<file path="src/wor_pkg.sv">
package wor_pkg;

  // ************************************************************
  // Register map
  // ************************************************************
  localparam int ADDR_W = 16;
  localparam int DATA_W = 8;
  localparam logic [15:0] OPTION_TWO_ADDR = 16'h001E;
  localparam logic [15:0] OPTION_ONE_ADDR = 16'h001F;
  localparam logic [7:0] OPTION_TWO_RESET = 8'h00;
  localparam logic [6:0] OPTION_ONE_RESET = 7'h00;
  localparam logic [0:0] RANGE_RESET = 1'h0;
  localparam logic [7:0] UNMAPPED_READ = 8'h00;

  // ************************************************************
  // Field positions, system_option_two
  // ************************************************************
  localparam int TWO_BAUD_SRC_BIT = 0;
  localparam int TWO_OSC_STOP_BIT = 1;
  localparam int TWO_PUMP_LOWV_BIT = 2;

  // ************************************************************
  // Field positions, system_option_one
  // ************************************************************
  localparam int ONE_WDOG_DIS_BIT = 0;
  localparam int ONE_STOP_EN_BIT = 1;
  localparam int ONE_SHORT_REC_BIT = 2;
  localparam int ONE_MON_PWR_DIS_BIT = 3;
  localparam int ONE_MON_RST_DIS_BIT = 4;
  localparam int ONE_MON_STOP_EN_BIT = 5;
  localparam int ONE_WDOG_RATE_BIT = 6;
  localparam int ONE_RANGE_BIT = 7;

  // ************************************************************
  // Timing, in crystal clock cycles
  // ************************************************************
  localparam int TIMEOUT_W = 19;
  localparam logic [18:0] WDOG_SHORT_TIMEOUT = 19'h0_1FF0;
  localparam logic [18:0] WDOG_LONG_TIMEOUT = 19'h3_FFF0;
  localparam int REC_W = 13;
  localparam logic [12:0] SHORT_RECOVERY = 13'h0020;
  localparam logic [12:0] LONG_RECOVERY = 13'h1000;

  // ************************************************************
  // Carriers
  // ************************************************************
  typedef struct packed {
    logic [15:0] addr;
    logic [7:0] wdata;
    logic wr;
    logic rd;
  } wor_bus_req_t;

  typedef struct packed {
    logic pump_regulator_lowv_enable;
    logic osc_run_in_stop;
    logic serial_baud_clock_source;
    logic watchdog_rate_select;
    logic supply_monitor_stop_enable;
    logic supply_monitor_reset_disable;
    logic supply_monitor_power_disable;
    logic supply_monitor_voltage_range;
    logic short_stop_recovery;
    logic stop_enable;
    logic watchdog_disable;
  } wor_options_t;

endpackage : wor_pkg

</file>
<file path="src/wor_once_reg.sv">
`timescale 1ns/1ps
module wor_once_reg #(
  parameter int WIDTH = 8,
  parameter logic [WIDTH-1:0] RESET_VAL = '0
) (
  input wire logic i_ref_clk,
  input wire logic i_rstn,
  input wire logic i_wr,
  input wire logic [WIDTH-1:0] i_wdata,
  output logic [WIDTH-1:0] o_q,
  output logic o_done
);

  initial begin
    if (WIDTH < 1) begin
      $error("wor_once_reg: WIDTH must be at least 1");
    end
  end

  wire logic take = i_wr && !o_done;

  // ************************************************************
  // Write-once latch
  // ************************************************************
  always_ff @(posedge i_ref_clk) begin
    if (!i_rstn) begin
      o_q <= RESET_VAL;
      o_done <= 1'b0;
    end else if (take) begin
      o_q <= i_wdata;
      o_done <= 1'b1;
    end
  end

endmodule : wor_once_reg

</file>
<file path="src/wor_recovery_timer.sv">
`timescale 1ns/1ps
module wor_recovery_timer #(
  parameter int WIDTH = wor_pkg::REC_W
) (
  input wire logic i_ref_clk,
  input wire logic i_rstn,
  input wire logic i_start,
  input wire logic [WIDTH-1:0] i_cycles,
  input wire logic i_tick,
  output logic o_busy,
  output logic o_done
);

  initial begin
    if (WIDTH < 2) begin
      $error("wor_recovery_timer: WIDTH must be at least 2");
    end
  end

  logic [WIDTH-1:0] count;
  wire logic last = o_busy && i_tick && (count == WIDTH'(1));

  // ************************************************************
  // Countdown in crystal ticks
  // ************************************************************
  always_ff @(posedge i_ref_clk) begin
    if (!i_rstn) begin
      count <= '0;
      o_busy <= 1'b0;
      o_done <= 1'b0;
    end else begin
      o_done <= last;
      if (i_start) begin
        count <= i_cycles;
        o_busy <= 1'b1;
      end else if (last) begin
        count <= '0;
        o_busy <= 1'b0;
      end else if (o_busy && i_tick) begin
        count <= count - WIDTH'(1);
      end
    end
  end

endmodule : wor_recovery_timer

</file>
<file path="src/wor_option_bank.sv">
`timescale 1ns/1ps
module wor_option_bank (
  input wire logic i_ref_clk,
  input wire logic i_rstn,
  input wire logic i_por_rstn,
  input wire wor_pkg::wor_bus_req_t i_bus,
  output logic [7:0] o_rdata,
  input wire logic i_stop_mode,
  input wire logic i_stop_exec,
  input wire logic i_wake_event,
  input wire logic i_wake_by_reset,
  input wire logic i_crystal_clock_tick,
  input wire logic i_supply_monitor_reset_req,
  output wor_pkg::wor_options_t o_options,
  output logic o_pump_regulator_on,
  output logic o_osc_enable,
  output logic o_serial_clk_from_bus,
  output logic [18:0] o_watchdog_timeout,
  output logic o_watchdog_enable,
  output logic o_supply_monitor_powered,
  output logic o_supply_monitor_reset,
  output logic o_supply_monitor_5v,
  output logic o_stop_enter,
  output logic o_illegal_opcode,
  output logic o_stop_recovering,
  output logic o_stop_recovery_done,
  output logic o_option_two_locked,
  output logic o_option_one_locked,
  output logic o_range_locked
);

  // ************************************************************
  // Resets
  // ************************************************************
  // Power-on reset is also a system reset
  wire logic any_rstn = i_rstn && i_por_rstn;

  // ************************************************************
  // Address decode
  // ************************************************************
  // decode two addresses
  wire logic sel_two = (i_bus.addr == wor_pkg::OPTION_TWO_ADDR);
  wire logic sel_one = (i_bus.addr == wor_pkg::OPTION_ONE_ADDR);
  wire logic wr_two = i_bus.wr && sel_two;
  wire logic wr_one = i_bus.wr && sel_one;

  // ************************************************************
  // Option latches
  // ************************************************************
  logic [7:0] two_q;
  logic [6:0] one_q;
  logic [0:0] range_q;

  wor_once_reg #(
    .WIDTH(8),
    .RESET_VAL(wor_pkg::OPTION_TWO_RESET)
  ) u_two (
    .i_ref_clk(i_ref_clk),
    .i_rstn(any_rstn),
    .i_wr(wr_two),
    .i_wdata(i_bus.wdata),
    .o_q(two_q),
    .o_done(o_option_two_locked)
  );

  wor_once_reg #(
    .WIDTH(7),
    .RESET_VAL(wor_pkg::OPTION_ONE_RESET)
  ) u_one (
    .i_ref_clk(i_ref_clk),
    .i_rstn(any_rstn),
    .i_wr(wr_one),
    .i_wdata(i_bus.wdata[6:0]),
    .o_q(one_q),
    .o_done(o_option_one_locked)
  );

  // range bit armed by power-on only
  wor_once_reg #(
    .WIDTH(1),
    .RESET_VAL(wor_pkg::RANGE_RESET)
  ) u_range (
    .i_ref_clk(i_ref_clk),
    .i_rstn(i_por_rstn),
    .i_wr(wr_one),
    .i_wdata(i_bus.wdata[wor_pkg::ONE_RANGE_BIT]),
    .o_q(range_q),
    .o_done(o_range_locked)
  );

  wire logic [7:0] one_view = {range_q, one_q};

  // ************************************************************
  // Field extraction
  // ************************************************************
  wor_pkg::wor_options_t opt;
  assign opt.pump_regulator_lowv_enable = two_q[wor_pkg::TWO_PUMP_LOWV_BIT];
  assign opt.osc_run_in_stop = two_q[wor_pkg::TWO_OSC_STOP_BIT];
  assign opt.serial_baud_clock_source = two_q[wor_pkg::TWO_BAUD_SRC_BIT];
  assign opt.watchdog_rate_select = one_view[wor_pkg::ONE_WDOG_RATE_BIT];
  assign opt.supply_monitor_stop_enable = one_view[wor_pkg::ONE_MON_STOP_EN_BIT];
  assign opt.supply_monitor_reset_disable = one_view[wor_pkg::ONE_MON_RST_DIS_BIT];
  assign opt.supply_monitor_power_disable = one_view[wor_pkg::ONE_MON_PWR_DIS_BIT];
  assign opt.supply_monitor_voltage_range = one_view[wor_pkg::ONE_RANGE_BIT];
  assign opt.short_stop_recovery = one_view[wor_pkg::ONE_SHORT_REC_BIT];
  assign opt.stop_enable = one_view[wor_pkg::ONE_STOP_EN_BIT];
  assign opt.watchdog_disable = one_view[wor_pkg::ONE_WDOG_DIS_BIT];
  assign o_options = opt;

  // ************************************************************
  // Read path
  // ************************************************************
  // read any time
  wire logic [7:0] next_rdata = !i_bus.rd ? wor_pkg::UNMAPPED_READ :
                                sel_two ? two_q :
                                sel_one ? one_view :
                                wor_pkg::UNMAPPED_READ;

  always_ff @(posedge i_ref_clk) begin
    if (!any_rstn) begin
      o_rdata <= wor_pkg::UNMAPPED_READ;
    end else begin
      o_rdata <= next_rdata;
    end
  end

  // ************************************************************
  // Option effects
  // ************************************************************
  // regulator off when set
  assign o_pump_regulator_on = !opt.pump_regulator_lowv_enable;
  assign o_osc_enable = !i_stop_mode || opt.osc_run_in_stop;
  assign o_serial_clk_from_bus = opt.serial_baud_clock_source;
  assign o_watchdog_timeout = opt.watchdog_rate_select ?
                              wor_pkg::WDOG_SHORT_TIMEOUT : wor_pkg::WDOG_LONG_TIMEOUT;
  assign o_watchdog_enable = !opt.watchdog_disable;
  assign o_supply_monitor_powered = !opt.supply_monitor_power_disable &&
                                    (!i_stop_mode || opt.supply_monitor_stop_enable);
  assign o_supply_monitor_reset = i_supply_monitor_reset_req &&
                                  !opt.supply_monitor_reset_disable;
  assign o_supply_monitor_5v = opt.supply_monitor_voltage_range;
  assign o_stop_enter = i_stop_exec && opt.stop_enable;
  assign o_illegal_opcode = i_stop_exec && !opt.stop_enable;

  // ************************************************************
  // Stop recovery
  // ************************************************************
  // reset wake uses long delay
  wire logic use_short = opt.short_stop_recovery && !i_wake_by_reset;
  wire logic [12:0] rec_cycles = use_short ? wor_pkg::SHORT_RECOVERY :
                                 wor_pkg::LONG_RECOVERY;

  wor_recovery_timer #(
    .WIDTH(wor_pkg::REC_W)
  ) u_recovery (
    .i_ref_clk(i_ref_clk),
    .i_rstn(any_rstn),
    .i_start(i_wake_event),
    .i_cycles(rec_cycles),
    .i_tick(i_crystal_clock_tick),
    .o_busy(o_stop_recovering),
    .o_done(o_stop_recovery_done)
  );

endmodule : wor_option_bank

</file>
<file path="config.mk">
export PLATFORM = sky130hd
export DESIGN_NAME = wor_option_bank
export DESIGN_NICKNAME = d
export VERILOG_FILES = /design/src/wor_pkg.sv /design/src/wor_once_reg.sv /design/src/wor_recovery_timer.sv /design/src/wor_option_bank.sv
export SDC_FILE = /design/constraint.sdc
export NUM_CORES = 1
export LEC_CHECK = 0
export ABC_AREA = 1
export BUFFER_PORTS_ARGS = -buffer_cell sky130_fd_sc_hd__buf_2
export CAP_MARGIN = 20
export CORE_MARGIN = 4
export CORE_UTILIZATION = 50
export DETAILED_ROUTE_END_ITERATION = 16
export PLACE_DENSITY_LB_ADDON = 0.15
export SYNTH_ARGS = -nofsm -noshare
export SYNTH_HDL_FRONTEND = slang
export SYNTH_SLANG_ARGS = --single-unit
</file>
<file path="constraint.sdc">
create_clock -name i_ref_clk -period 3.1 [get_ports i_ref_clk]
set_input_delay 0.465 -clock i_ref_clk [delete_from_list [all_inputs] [get_ports i_ref_clk]]
set_output_delay 0.465 -clock i_ref_clk [all_outputs]
set_load 0.02 [all_outputs]
</file>
## Word level (Yosys, flattened, before mapping)

Cells that the tools add are included.
Widths: inputs -> output; s select.

| operators by class | value |
|---|---|
| $add $sub $neg | 1 |
| eq/ne operators | 3 |
| multiplexer cells | 9 |
| reductions and logical operators | 28 |

Operators with widths:

| cell | number |
|---|---|
| $mux 13 | 4 |
| $eq 16x5->1 const B | 2 |
| $mux 18 | 1 |
| $mux 8 | 2 |
| $eq 13x1->1 const B | 1 |
| $logic_and 1x1->1 | 13 |
| $sub 13x1->13 const B | 1 |
| $logic_not 1->1 | 10 |
| $reduce_bool 3->1 | 1 |
| $logic_or 1x1->1 | 2 |
| $mux 1 | 2 |
| $reduce_and 2->1 | 1 |
| $reduce_bool 2->1 | 1 |

| storage, ports and cells | value |
|---|---|
| flip-flop bits (word level) | 42 |
| bits of input ports | 35 |
| output and inout port bits | 52 |
| logic and storage cells | 51 |

## Depth between registers and ports, before layout

Gate-level depths: netlist of the first run.

| logic depth | value |
|---|---|
| depth after elaboration | 4 |
| gate-level depth with buffers | 10 |
| mapped depth without buffers | 10 |

## Cells and area by module

From an unflattened synthesis of the first run, not the netlist that was laid out.

| unflattened totals | value |
|---|---|
| cell total of the unflattened synthesis | 388 |
| area total of the unflattened synthesis | 2496.1 um2 |

Modules (own cells, without submodules):

| module | instances | cells an instance | area each (um2) | seq. area each (um2) |
|---|---|---|---|---|
| wor_recovery_timer | 1 | 161 | 978.4 | 300.3 |
| wor_option_bank | 1 | 114 | 714.4 | 160.2 |
| wor_once_reg (u_two) | 1 | 55 | 382.9 | 180.2 |
| wor_once_reg (u_one) | 1 | 49 | 342.8 | 160.2 |
| wor_once_reg (u_range) | 1 | 9 | 77.6 | 40.0 |

## Worst setup path after synthesis of the first run

OpenSTA, ideal clock, no wires.

| timing path | value |
|---|---|
| path kind | flip-flop to output port |
| start | register u_one.o_q[5] |
| end | output port o_supply_monitor_powered |
| arrival | 0.867 ns |
| setup slack | 1.768 ns |
| cell stages (with the launch flop) | 3 |
| path through | dfxtp_1 > inv_1 > a21oi_1 |

| on the way | value |
|---|---|
| longest elaborated chain between the ends | 2 |

RTL lines:

| element | RTL line | source |
|---|---|---|
| start: declaration | wor_once_reg.sv:10 | `output logic [WIDTH-1:0] o_q,` |
| start signal: assignment | wor_once_reg.sv:30 | `o_q <= i_wdata;` |
| $logic_or 1x1->1 | wor_option_bank.sv:138 | `(!i_stop_mode \|\| opt.supply_monitor_stop_enable);` |
| $logic_and 1x1->1 | wor_option_bank.sv:137 | `assign o_supply_monitor_powered = !opt.supply_monitor_power_disable &&` |
| end: declaration | wor_option_bank.sv:20 | `output logic o_supply_monitor_powered,` |

No other way between the ends.

## Worst setup path in the final report of the first run

Same ends and word-level chain as after synthesis.

==> results_dict.tcl, run 1 <==
set metrics [dict create \
    max_cap_violations 0 \
    hold_start "i_por_rstn" \
    comb_power_share_pct 10.7 \
    drive_gt1_share_pct 28.30 \
    synth_commonest_cells "nand2_1, dfxtp_1, nor2_1" \
    crit_path_start "u_one.o_q[5]$_SDFFE_PN0P_" \
    holdPathEnd "u_range.o_q$_SDFFE_PN0P_" \
    path_cells "inv_1 -> a21oi_1 -> buf_2" \
    r2r_start "u_recovery.count[9]$_SDFFE_PN0P_" \
    routabilityCongestion 0.8344 \
    synthMuxAreaShare_pct 0 \
    core_um2 4086 \
    holdBufCountCts 0 \
    clock-sinks 42 \
    slew_violations 0 \
    reg2reg_depth 6 \
    hold_viol 0 \
    syn_inst 297 \
    ys_seq_area_share_pct 38.98 \
    worstPathRequired_ns 2.63 \
    clockBufferDepth 2 \
    placed_cell_area_um2 2451 \
    die-width_um 73.68 \
    synth-edff-count 0 \
    clockPowerShare_pct 44.1 \
    yosysWarnings 0 \
    vdd_drop_max_v 0.0003207 \
    switching_power_uw 283.0 \
    root_buffer "clkbuf_8" \
    grt_max_degree 23 \
    grt_use_total_pct 19.51 \
    crit_slowest_cell "dfxtp_1" \
    synth_top_cell_area_share_pct 38.98 \
    synth_compound_gate_area_share_pct 9.281 \
    synth_area_leader_cell "dfxtp_1" \
    placed_cells 406 \
    hold_class "input pin to flip-flop" \
    r2r-end "u_recovery.count[10]$_SDFFE_PN0P_" \
    min_period_ns 1.487 \
    synth_cell_types 30 \
    synth_top_family_by_area "simple AND/OR/NAND/NOR gates" \
    n_fill_cell 368 \
    grt_antenna_before_repair 0 \
    h-tree-depth 2 \
    hpwl_mm 3.704 \
    syn_area_per_cell_um2 7.263 \
    vias 2017 \
    area_growth_pct 20.24 \
    post_synth_main_area_contributors "dfxtp_1, nand2_1, buf_4" \
    fmax_mhz 672.5 \
    async_flop_share_pct 0 \
    synth-simple-area-share_pct 33.24 \
    ios 87 \
    initial_utilization_pct 52.79 \
    p_sw_share_pct 23.27 \
    overflow 0 \
    holdPathStages 3 \
    routedWlPerCell_um 11.94 \
    post_cts_buffers 0 \
    grt_setup_unrepaired "no" \
    p_int_uw 933.3 \
    final_area_um2 2594 \
    cp.arrival_ns 1.02 \
    cp-start-kind "flip-flop" \
    cts.repair.resized 0 \
    die_h_um 73.68 \
    holdWs_ns 0.4118 \
    nets 400 \
    die-area_um2 5429 \
    grt_pass1_wl_mm 8.183 \
    p_seq_share_pct 45.3 \
    viasPerCell 4.872 \
    synth_xor_area_share_pct 2.842 \
    path_buf_inv 2 \
    netlist_area_um2 2157 \
    cp.depth 3 \
    r2r_setup_slack_ns 1.70 \
    drtIter0Drc 109 \
    synth_adder_area_share_pct 1.160 \
    wl_mm 4.942 \
    cellLeakagePower_uw 0.001157 \
    fin_worst_skew_ns 0.005162 \
    antenna_cells 0 \
    finalPower_uw 1216 \
    yosysMostFrequentCell "nand2_1" \
    crit_type "flip-flop to output pin" \
    io_buffer_count 72 \
    status "finished, final reports clean" \
    rows 23 \
    cts_tree "built" \
    period_share_pct 47.96 \
    max_stage_delay_ns 0.39 \
    ys_seq_elements 42 \
    p_per_area_nw_per_um2 468.9 \
    grt_pass1_vias 1804 \
    finalNonFillerCells 414 \
    ys_dominant_reg_cell "dfxtp_1" \
    clk_latency_ns 0.30 \
    critPathMaxFanout 4 \
    numCtsBuffers 5 \
    ant_nets 0 \
    cp-end-kind "output pin" \
    drc 0 \
    finalSetupViolCount 0 \
    firstDrtPassIters 4 \
    clkTransAtPathRegs_ns 0.08 \
    critPathTopFamily "flip-flops" \
    setup_tns_ns 0 \
]
## cells by family (layout without fill, tap and decap cells)
kind of cell               count (synthesis)  count (layout)
and+or+nand+nor                          147             147
DFF                                       42              42
other                                      2              14
xor gates and xnor gates                   7               7
buffers and inverters                     59             114
AOI/OAI and AO/OA                         38              38
adders and majority gates                  2               2
## worst max-delay path by stage
stage,end
floorplan,o_supply_monitor_powered
global placement,o_rdata[7]$_SDFF_PN0_
detailed placement,o_rdata[2]$_SDFF_PN0_
CTS,o_supply_monitor_powered
global route,u_recovery.count[10]$_SDFFE_PN0P_
finish,o_supply_monitor_powered
## power groups by stage
stage          clock (uW)  combinational (uW)  sequential [uW]
2_1_floorplan           0                 102              563
4_1_cts               545                 129              551
3_5_place_dp            0                 129              564
6_report              536                 130              551
5_1_grt               566                 147              552
3_3_place_gp            0                 126              563
## stage by stage
step                utilization (%)  setup WS [ns]
finish                        63.47          1.613
CTS                           63.47          1.612
global route                  63.47          1.459
detailed placement            59.98          1.513
global placement              59.98          1.521
floorplan                         -          1.768
## layout by cell type, fill, tap and decap left out, types with 2 or more instances in the layout
cell and count:
inv_2 3, nand4_1 19, nand2_2 4, ha_1 2, dfxtp_1 42, a21oi_1 32
nand3_1 5, inv_1 28, clkinv_1 2, buf_2 72, clkbuf_8 6, bufinv_16 2
xor2_1 6, nor2_4 6, conb_1 14, o21ai_0 3, nor2_1 36, nand2_1 66
nor2_2 3, nand4_2 2
## worst min-delay path: stages
cell and delay [ns]:
buf_2 0.10, inv_1 0.06, a21oi_1 0.04
## final cells by class
class	count	area, um^2	area share, %
clock inverter	2	60.06	2.315
clock buffer	6	82.58	3.184
sequential	42	840.8	32.42
tap	50	62.56	2.412
timing repair buffer	73	367.9	14.18
multi-input combinational	208	1056	40.71
inverter	33	123.9	4.776
## registers in the layout, summed over array words and instances, names as in the netlist, 7 cells and up
signal,flops
o_rdata,8
u_two.o_q,8
u_one.o_q,7
u_recovery.count,13
## per-layer routing
metal,share of wire (%),GRT usage [%],vias up
li1,-,-,1048
met4,1.8,7.646,0
met3,9.4,5.335,8
met1,46,26.01,875
met5,0,0,-
met2,43,29.82,86
(Power assumes the default switching activity.)
==> run 2, diff against run 1 <==
Settings changed: CORE_UTILIZATION 50 to 43.
Clock period 3.1 ns to 1.3 ns, I/O delays scaled along.
==> run 2 against run 1 <==
Net effect: core utilization is 4.7 points lower; register-to-register slack worse by 1.7 ns; clock power is 60% higher; hold slack worse by 0.27 ns; sequential power is 140% higher; final cell count is 9.2% higher; flip-flop and latch count stayed put; non-clock buffer count is 21 higher; cell area is 8.4% higher; sequential share of layout area is 2.3 points lower; wire length is 7.0% higher; critical endpoint is now u_recovery.count[10]$_SDFFE_PN0P_; largest power group unchanged.
==> results_dict.tcl, run 2 (synthesized netlist as in run 1, its figures left out) <==
set metrics [dict create \
    status "finished, final reports clean" \
    firstDrtPassIters 4 \
    hold_class "input pin to flip-flop" \
    hpwl_mm 3.972 \
    drc 0 \
    root_buffer "clkbuf_8" \
    placed_cell_area_um2 2594 \
    viasPerCell 4.686 \
    place_worst_setup_slack_ns -0.03299 \
    final_common_cell "buf_2" \
    drive_gt1_share_pct 36.36 \
    fmax_mhz 790.5 \
    final_area_um2 2813 \
    core_um2 4786 \
    rows 25 \
    grt_antenna_before_repair 0 \
    overflow 0 \
    hold_viol 0 \
    top_regs "u_recovery.count x13, o_rdata x8, u_two.o_q x8" \
    cp.arrival_ns 1.45 \
    period_share_pct 97.31 \
    initial_utilization_pct 45.07 \
    h-tree-depth 2 \
    largest_reg_flops 13 \
    cp-end-kind "flip-flop" \
    wl_mm 5.290 \
    grt_pass1_vias 1822 \
    grt_setup_unrepaired "yes" \
    routabilityCongestion 0.8121 \
    finalPower_uw 2552 \
    critPathMaxFanout 3 \
    die-width_um 78.83 \
    min_period_ns 1.265 \
    n_fill_cell 480 \
    ant_nets 0 \
    slew_violations 0 \
    cp-start-kind "flip-flop" \
    drtIter0Drc 114 \
    grt_use_total_pct 16.88 \
    setup_tns_ns 0 \
    fin_worst_skew_ns 0.004636 \
    finalSetupViolCount 0 \
    numCtsBuffers 5 \
    r2r_setup_slack_ns 0.03 \
    clockBufferDepth 2 \
    io_buffer_count 72 \
    die-area_um2 6213 \
    clock-sinks 42 \
    cellLeakagePower_uw 0.001253 \
    nets 421 \
    grt_max_degree 22 \
    vdd_drop_max_v 0.0005935 \
    clk_latency_ns 0.29 \
    antenna_cells 0 \
    mostFrequentLayoutCells "buf_2, nand2_1, dfxtp_1" \
    holdBufCountCts 0 \
    grt_pass1_wl_mm 8.390 \
    die_h_um 78.83 \
    clkTransAtPathRegs_ns 0.08 \
    worstPathRequired_ns 1.48 \
    regArea_um2 848.3 \
    regMostFlops "u_recovery.count" \
    vias 2118 \
    layout_setup_ws_ns 0.03497 \
    p_per_area_nw_per_um2 907.2 \
    multi_input_area_um2 1130 \
    routedWlPerCell_um 11.70 \
    cts_tree "built" \
    area_growth_pct 30.39 \
    final_util_pct 58.77 \
    max_cap_violations 0 \
    crit_type "flip-flop to flip-flop" \
    ios 87 \
]
run 2: cell types whose count changed in the layout (fill, tap and decap cells not counted), sizes merged:
cell | before | now
buf | 73 | 94
clkbuf | 6 | 7
bufinv | 2 | 0
clkinv | 2 | 3
run 2: cell type report:
cell class                 instances  area share [%]
timing repair buffer              94           18.95
multi-input combinational        208           40.17
tap                               67           2.980
sequential                        42           30.16
clock buffer                       7           3.069
inverter                          33           4.493
clock inverter                     1          0.1779
run 2: metal layers:
metal  vias to the layer above  global-route usage (%)  share of wire [%]
li1                       1092                       -                  -
met1                       949                   22.25                 46
met2                        73                   26.99                 47
met3                         4                   4.195                6.5
met4                         0                   5.670                1.2
met5                         -                       0                  0
run 2: final timing paths:
check,startpoint,endpoint,cells after the start
min,i_por_rstn,u_range.o_q$_SDFFE_PN0P_,3
min reg2reg,u_two.o_q[6]$_SDFFE_PN0P_,o_rdata[6]$_SDFF_PN0_,2
max,u_recovery.count[3]$_SDFFE_PN0P_,u_recovery.count[10]$_SDFFE_PN0P_,7
max reg2reg,u_recovery.count[3]$_SDFFE_PN0P_,u_recovery.count[10]$_SDFFE_PN0P_,7
run 2: worst max-delay path, cell delays in order (launching register included):
cell and delay [ns]:
dfxtp_1 0.37, nor2_4 0.19, nand2_4 0.08, nor3_4 0.18, buf_6 0.13, nand2_2 0.05
nor2_2 0.10, nor3_2 0.05
run 2: power by group:
group / internal [uW] / switching [uW] / leakage [uW]
sequential: 1300 / 13.0 / 0.000341
clock: 429 / 431 / 0.0000482
combinational: 151 / 230 / 0.000864
run 2: per-stage QoR:
step,std cells,hold WS (ns)
floorplan,309,0.3266
global placement,439,0.4493
detailed placement,439,0.4497
CTS,448,0.1347
global route,452,0.1516
finish,452,0.1413
run 2: what timing repair did:
action | CTS | global route
setup buffers | 1 | 4
endpoints found under the setup margin | 4 | 15
gates resized for setup | 7 | 20
pin swaps | 4 | 12
==> run 3, diff against run 2 <==
Settings changed: PLACE_DENSITY set to 0.83, PLACE_DENSITY_LB_ADDON 0.15 to not set.
==> run 3 against run 2 <==
Net effect: the flow now finishes with violations (setup timing); critical path depth up 2; combinational power is 2% higher; first-iteration DRC count grew 32%; clock power shrank 2%; worst setup slack got worse by 0.083 ns; wire length is 6.4% higher; total power fell by 0.22%; sequential share of layout area up 0.12 points; core utilization down 0.052 points; die area unchanged; final cell count stayed put; hold slack improved by 0.0054 ns; highest routed layer unchanged; critical path type unchanged.
==> results_dict.tcl, run 3 (synthesized netlist as in run 1, its figures left out) <==
set metrics [dict create \
    grt_busiest_layer "met2" \
    area_growth_pct 30.28 \
    final_util_pct 58.72 \
    worstPathRequired_ns 1.47 \
    grt_use_total_pct 16.95 \
    mostFrequentLayoutCells "buf_2, nand2_1, dfxtp_1" \
    crit_type "flip-flop to flip-flop" \
    finalPower_uw 2546 \
    ios 87 \
    holdPathStages 3 \
    h-tree-depth 2 \
    hold_viol 0 \
    grt_pass1_wl_mm 8.521 \
    layout_setup_ws_ns -0.04826 \
    io_buffer_count 72 \
    finalSetupViolCount 3 \
    grtUsageMet1_pct 20.86 \
    use_met2_pct 29.20 \
    hpwl_mm 3.932 \
    p_per_area_nw_per_um2 906.0 \
    initial_utilization_pct 45.07 \
    period_share_pct 103.7 \
    die_h_um 78.83 \
    slew_violations 0 \
    vdd_drop_max_v 0.0004736 \
    cp.arrival_ns 1.52 \
    holdPathEnd "u_range.o_q$_SDFFE_PN0P_" \
    grt_util_met3_pct 3.855 \
    regMostFlops "u_recovery.count" \
    fmax_mhz 741.7 \
    rows 25 \
    routedWlPerCell_um 12.45 \
    grt_setup_unrepaired "yes" \
    nets 421 \
    die-area_um2 6213 \
    drc 0 \
    r2r_setup_slack_ns -0.05 \
    firstDrtPassIters 4 \
    place_worst_setup_slack_ns -0.02752 \
    final_common_cell "buf_2" \
    hold_start "i_por_rstn" \
    cellLeakagePower_uw 0.001252 \
    r2r_start "u_recovery.count[6]$_SDFFE_PN0P_" \
    status "finished with violations" \
    root_buffer "clkbuf_8" \
    core_um2 4786 \
    holdBufCountCts 0 \
    min_period_ns 1.348 \
    grt_pass1_vias 1961 \
    largest_reg_flops 13 \
    vias 2189 \
    top_regs "u_recovery.count x13, o_rdata x8, u_two.o_q x8" \
    viasPerCell 4.843 \
    drtIter0Drc 150 \
    clock-sinks 42 \
    wl_mm 5.628 \
    numCtsBuffers 5 \
    cp-start-kind "flip-flop" \
    hold_class "input pin to flip-flop" \
    cts_tree "built" \
    violations "setup timing" \
    overflow 0 \
    fin_worst_skew_ns 0.01389 \
    r2r-end "u_recovery.count[5]$_SDFFE_PN0P_" \
    routabilityCongestion 0.8218 \
    max_cap_violations 0 \
    clkTransAtPathRegs_ns 0.09 \
    critPathMaxFanout 4 \
    antenna_cells 0 \
    die-width_um 78.83 \
    clk_latency_ns 0.30 \
    drive_gt1_share_pct 37.40 \
    grt_max_degree 22 \
    clockBufferDepth 2 \
    ant_nets 0 \
    grt_antenna_before_repair 0 \
    reg2reg_depth 9 \
    cp-end-kind "flip-flop" \
]
run 3: cell count changes in the layout (fill, tap and decap cells not counted), sizes merged:
cell / delta
clkbuf: -2
clkinv: +1
inv: +1
run 3: through the flow:
| stage | std cells | TNS [ns] | area, um^2 | hold slack (ns) |
|---|---|---|---|---|
| finish | 452 | -0.1168 | 2810 | 0.1467 |
| global route | 452 | -0.5231 | 2810 | 0.1562 |
| CTS | 448 | -0.006844 | 2715 | 0.1487 |
| detailed placement | 440 | -0.02829 | 2601 | 0.4515 |
| global placement | 440 | 0 | 2601 | 0.4463 |
| floorplan | 309 | 0 | 2203 | 0.3266 |
run 3: worst max-delay path: stages (launching register included):
cell	delay, ns
dfxtp_2	0.34
nor2_2	0.15
nand2_2	0.11
buf_4	0.14
nor2_1	0.11
nand2_1	0.09
nand3_2	0.11
inv_1	0.05
nand2_1	0.07
a21oi_1	0.06
run 3: worst max path at each step:
| stage | startpoint | to | slack [ns] | depth (start not counted) |
|---|---|---|---|---|
| 3_3_place_gp | u_recovery.count[0]$_SDFFE_PN0P_ | u_recovery.count[7]$_SDFFE_PN0P_ | 0.02 | 6 |
| 6_report | u_recovery.count[6]$_SDFFE_PN0P_ | u_recovery.count[5]$_SDFFE_PN0P_ | -0.05 | 9 |
| 5_1_grt | u_recovery.count[5]$_SDFFE_PN0P_ | u_recovery.count[1]$_SDFFE_PN0P_ | -0.1 | 8 |
| 3_5_place_dp | u_recovery.count[1]$_SDFFE_PN0P_ | u_recovery.count[10]$_SDFFE_PN0P_ | -0.03 | 7 |
| 4_1_cts | u_recovery.count[10]$_SDFFE_PN0P_ | u_recovery.o_busy$_SDFFE_PN0P_ | -0.007 | 7 |
| 2_1_floorplan | u_recovery.count[0]$_SDFFE_PN0P_ | u_recovery.count[8]$_SDFFE_PN0P_ | 0.08 | 7 |
run 3: what timing repair did:
| action | in CTS | in global routing |
|---|---|---|
| endpoints found under the setup margin | 7 | 14 |
| resized for setup | 9 | 19 |
| buffers inserted | 0 | 4 |
| gates cloned | 0 | 0 |
| pin swaps | 3 | 7 |
run 3: power by group:
| group | switching [uW] | internal (uW) | total (uW) |
|---|---|---|---|
| clock network | 468 | 378 | 847 |
| logic | 238 | 150 | 387 |
| registers | 14.1 | 1300 | 1310 |
run 3: final cells by class:
type | instances | area, um^2
multi-input combinational | 208 | 1136
inverter | 33 | 126.4
clock buffer | 5 | 68.82
tap | 67 | 83.83
clock inverter | 3 | 18.77
fill | 410 | 1976
timing repair buffer | 94 | 525.5
sequential | 42 | 850.8
run 3: metal layers:
layer | share of wire (%) | up-vias
met1 | 43 | 988
met2 | 48 | 95
li1 | - | 1093
met4 | 1.9 | 0
met5 | 0 | -
met3 | 6.9 | 13
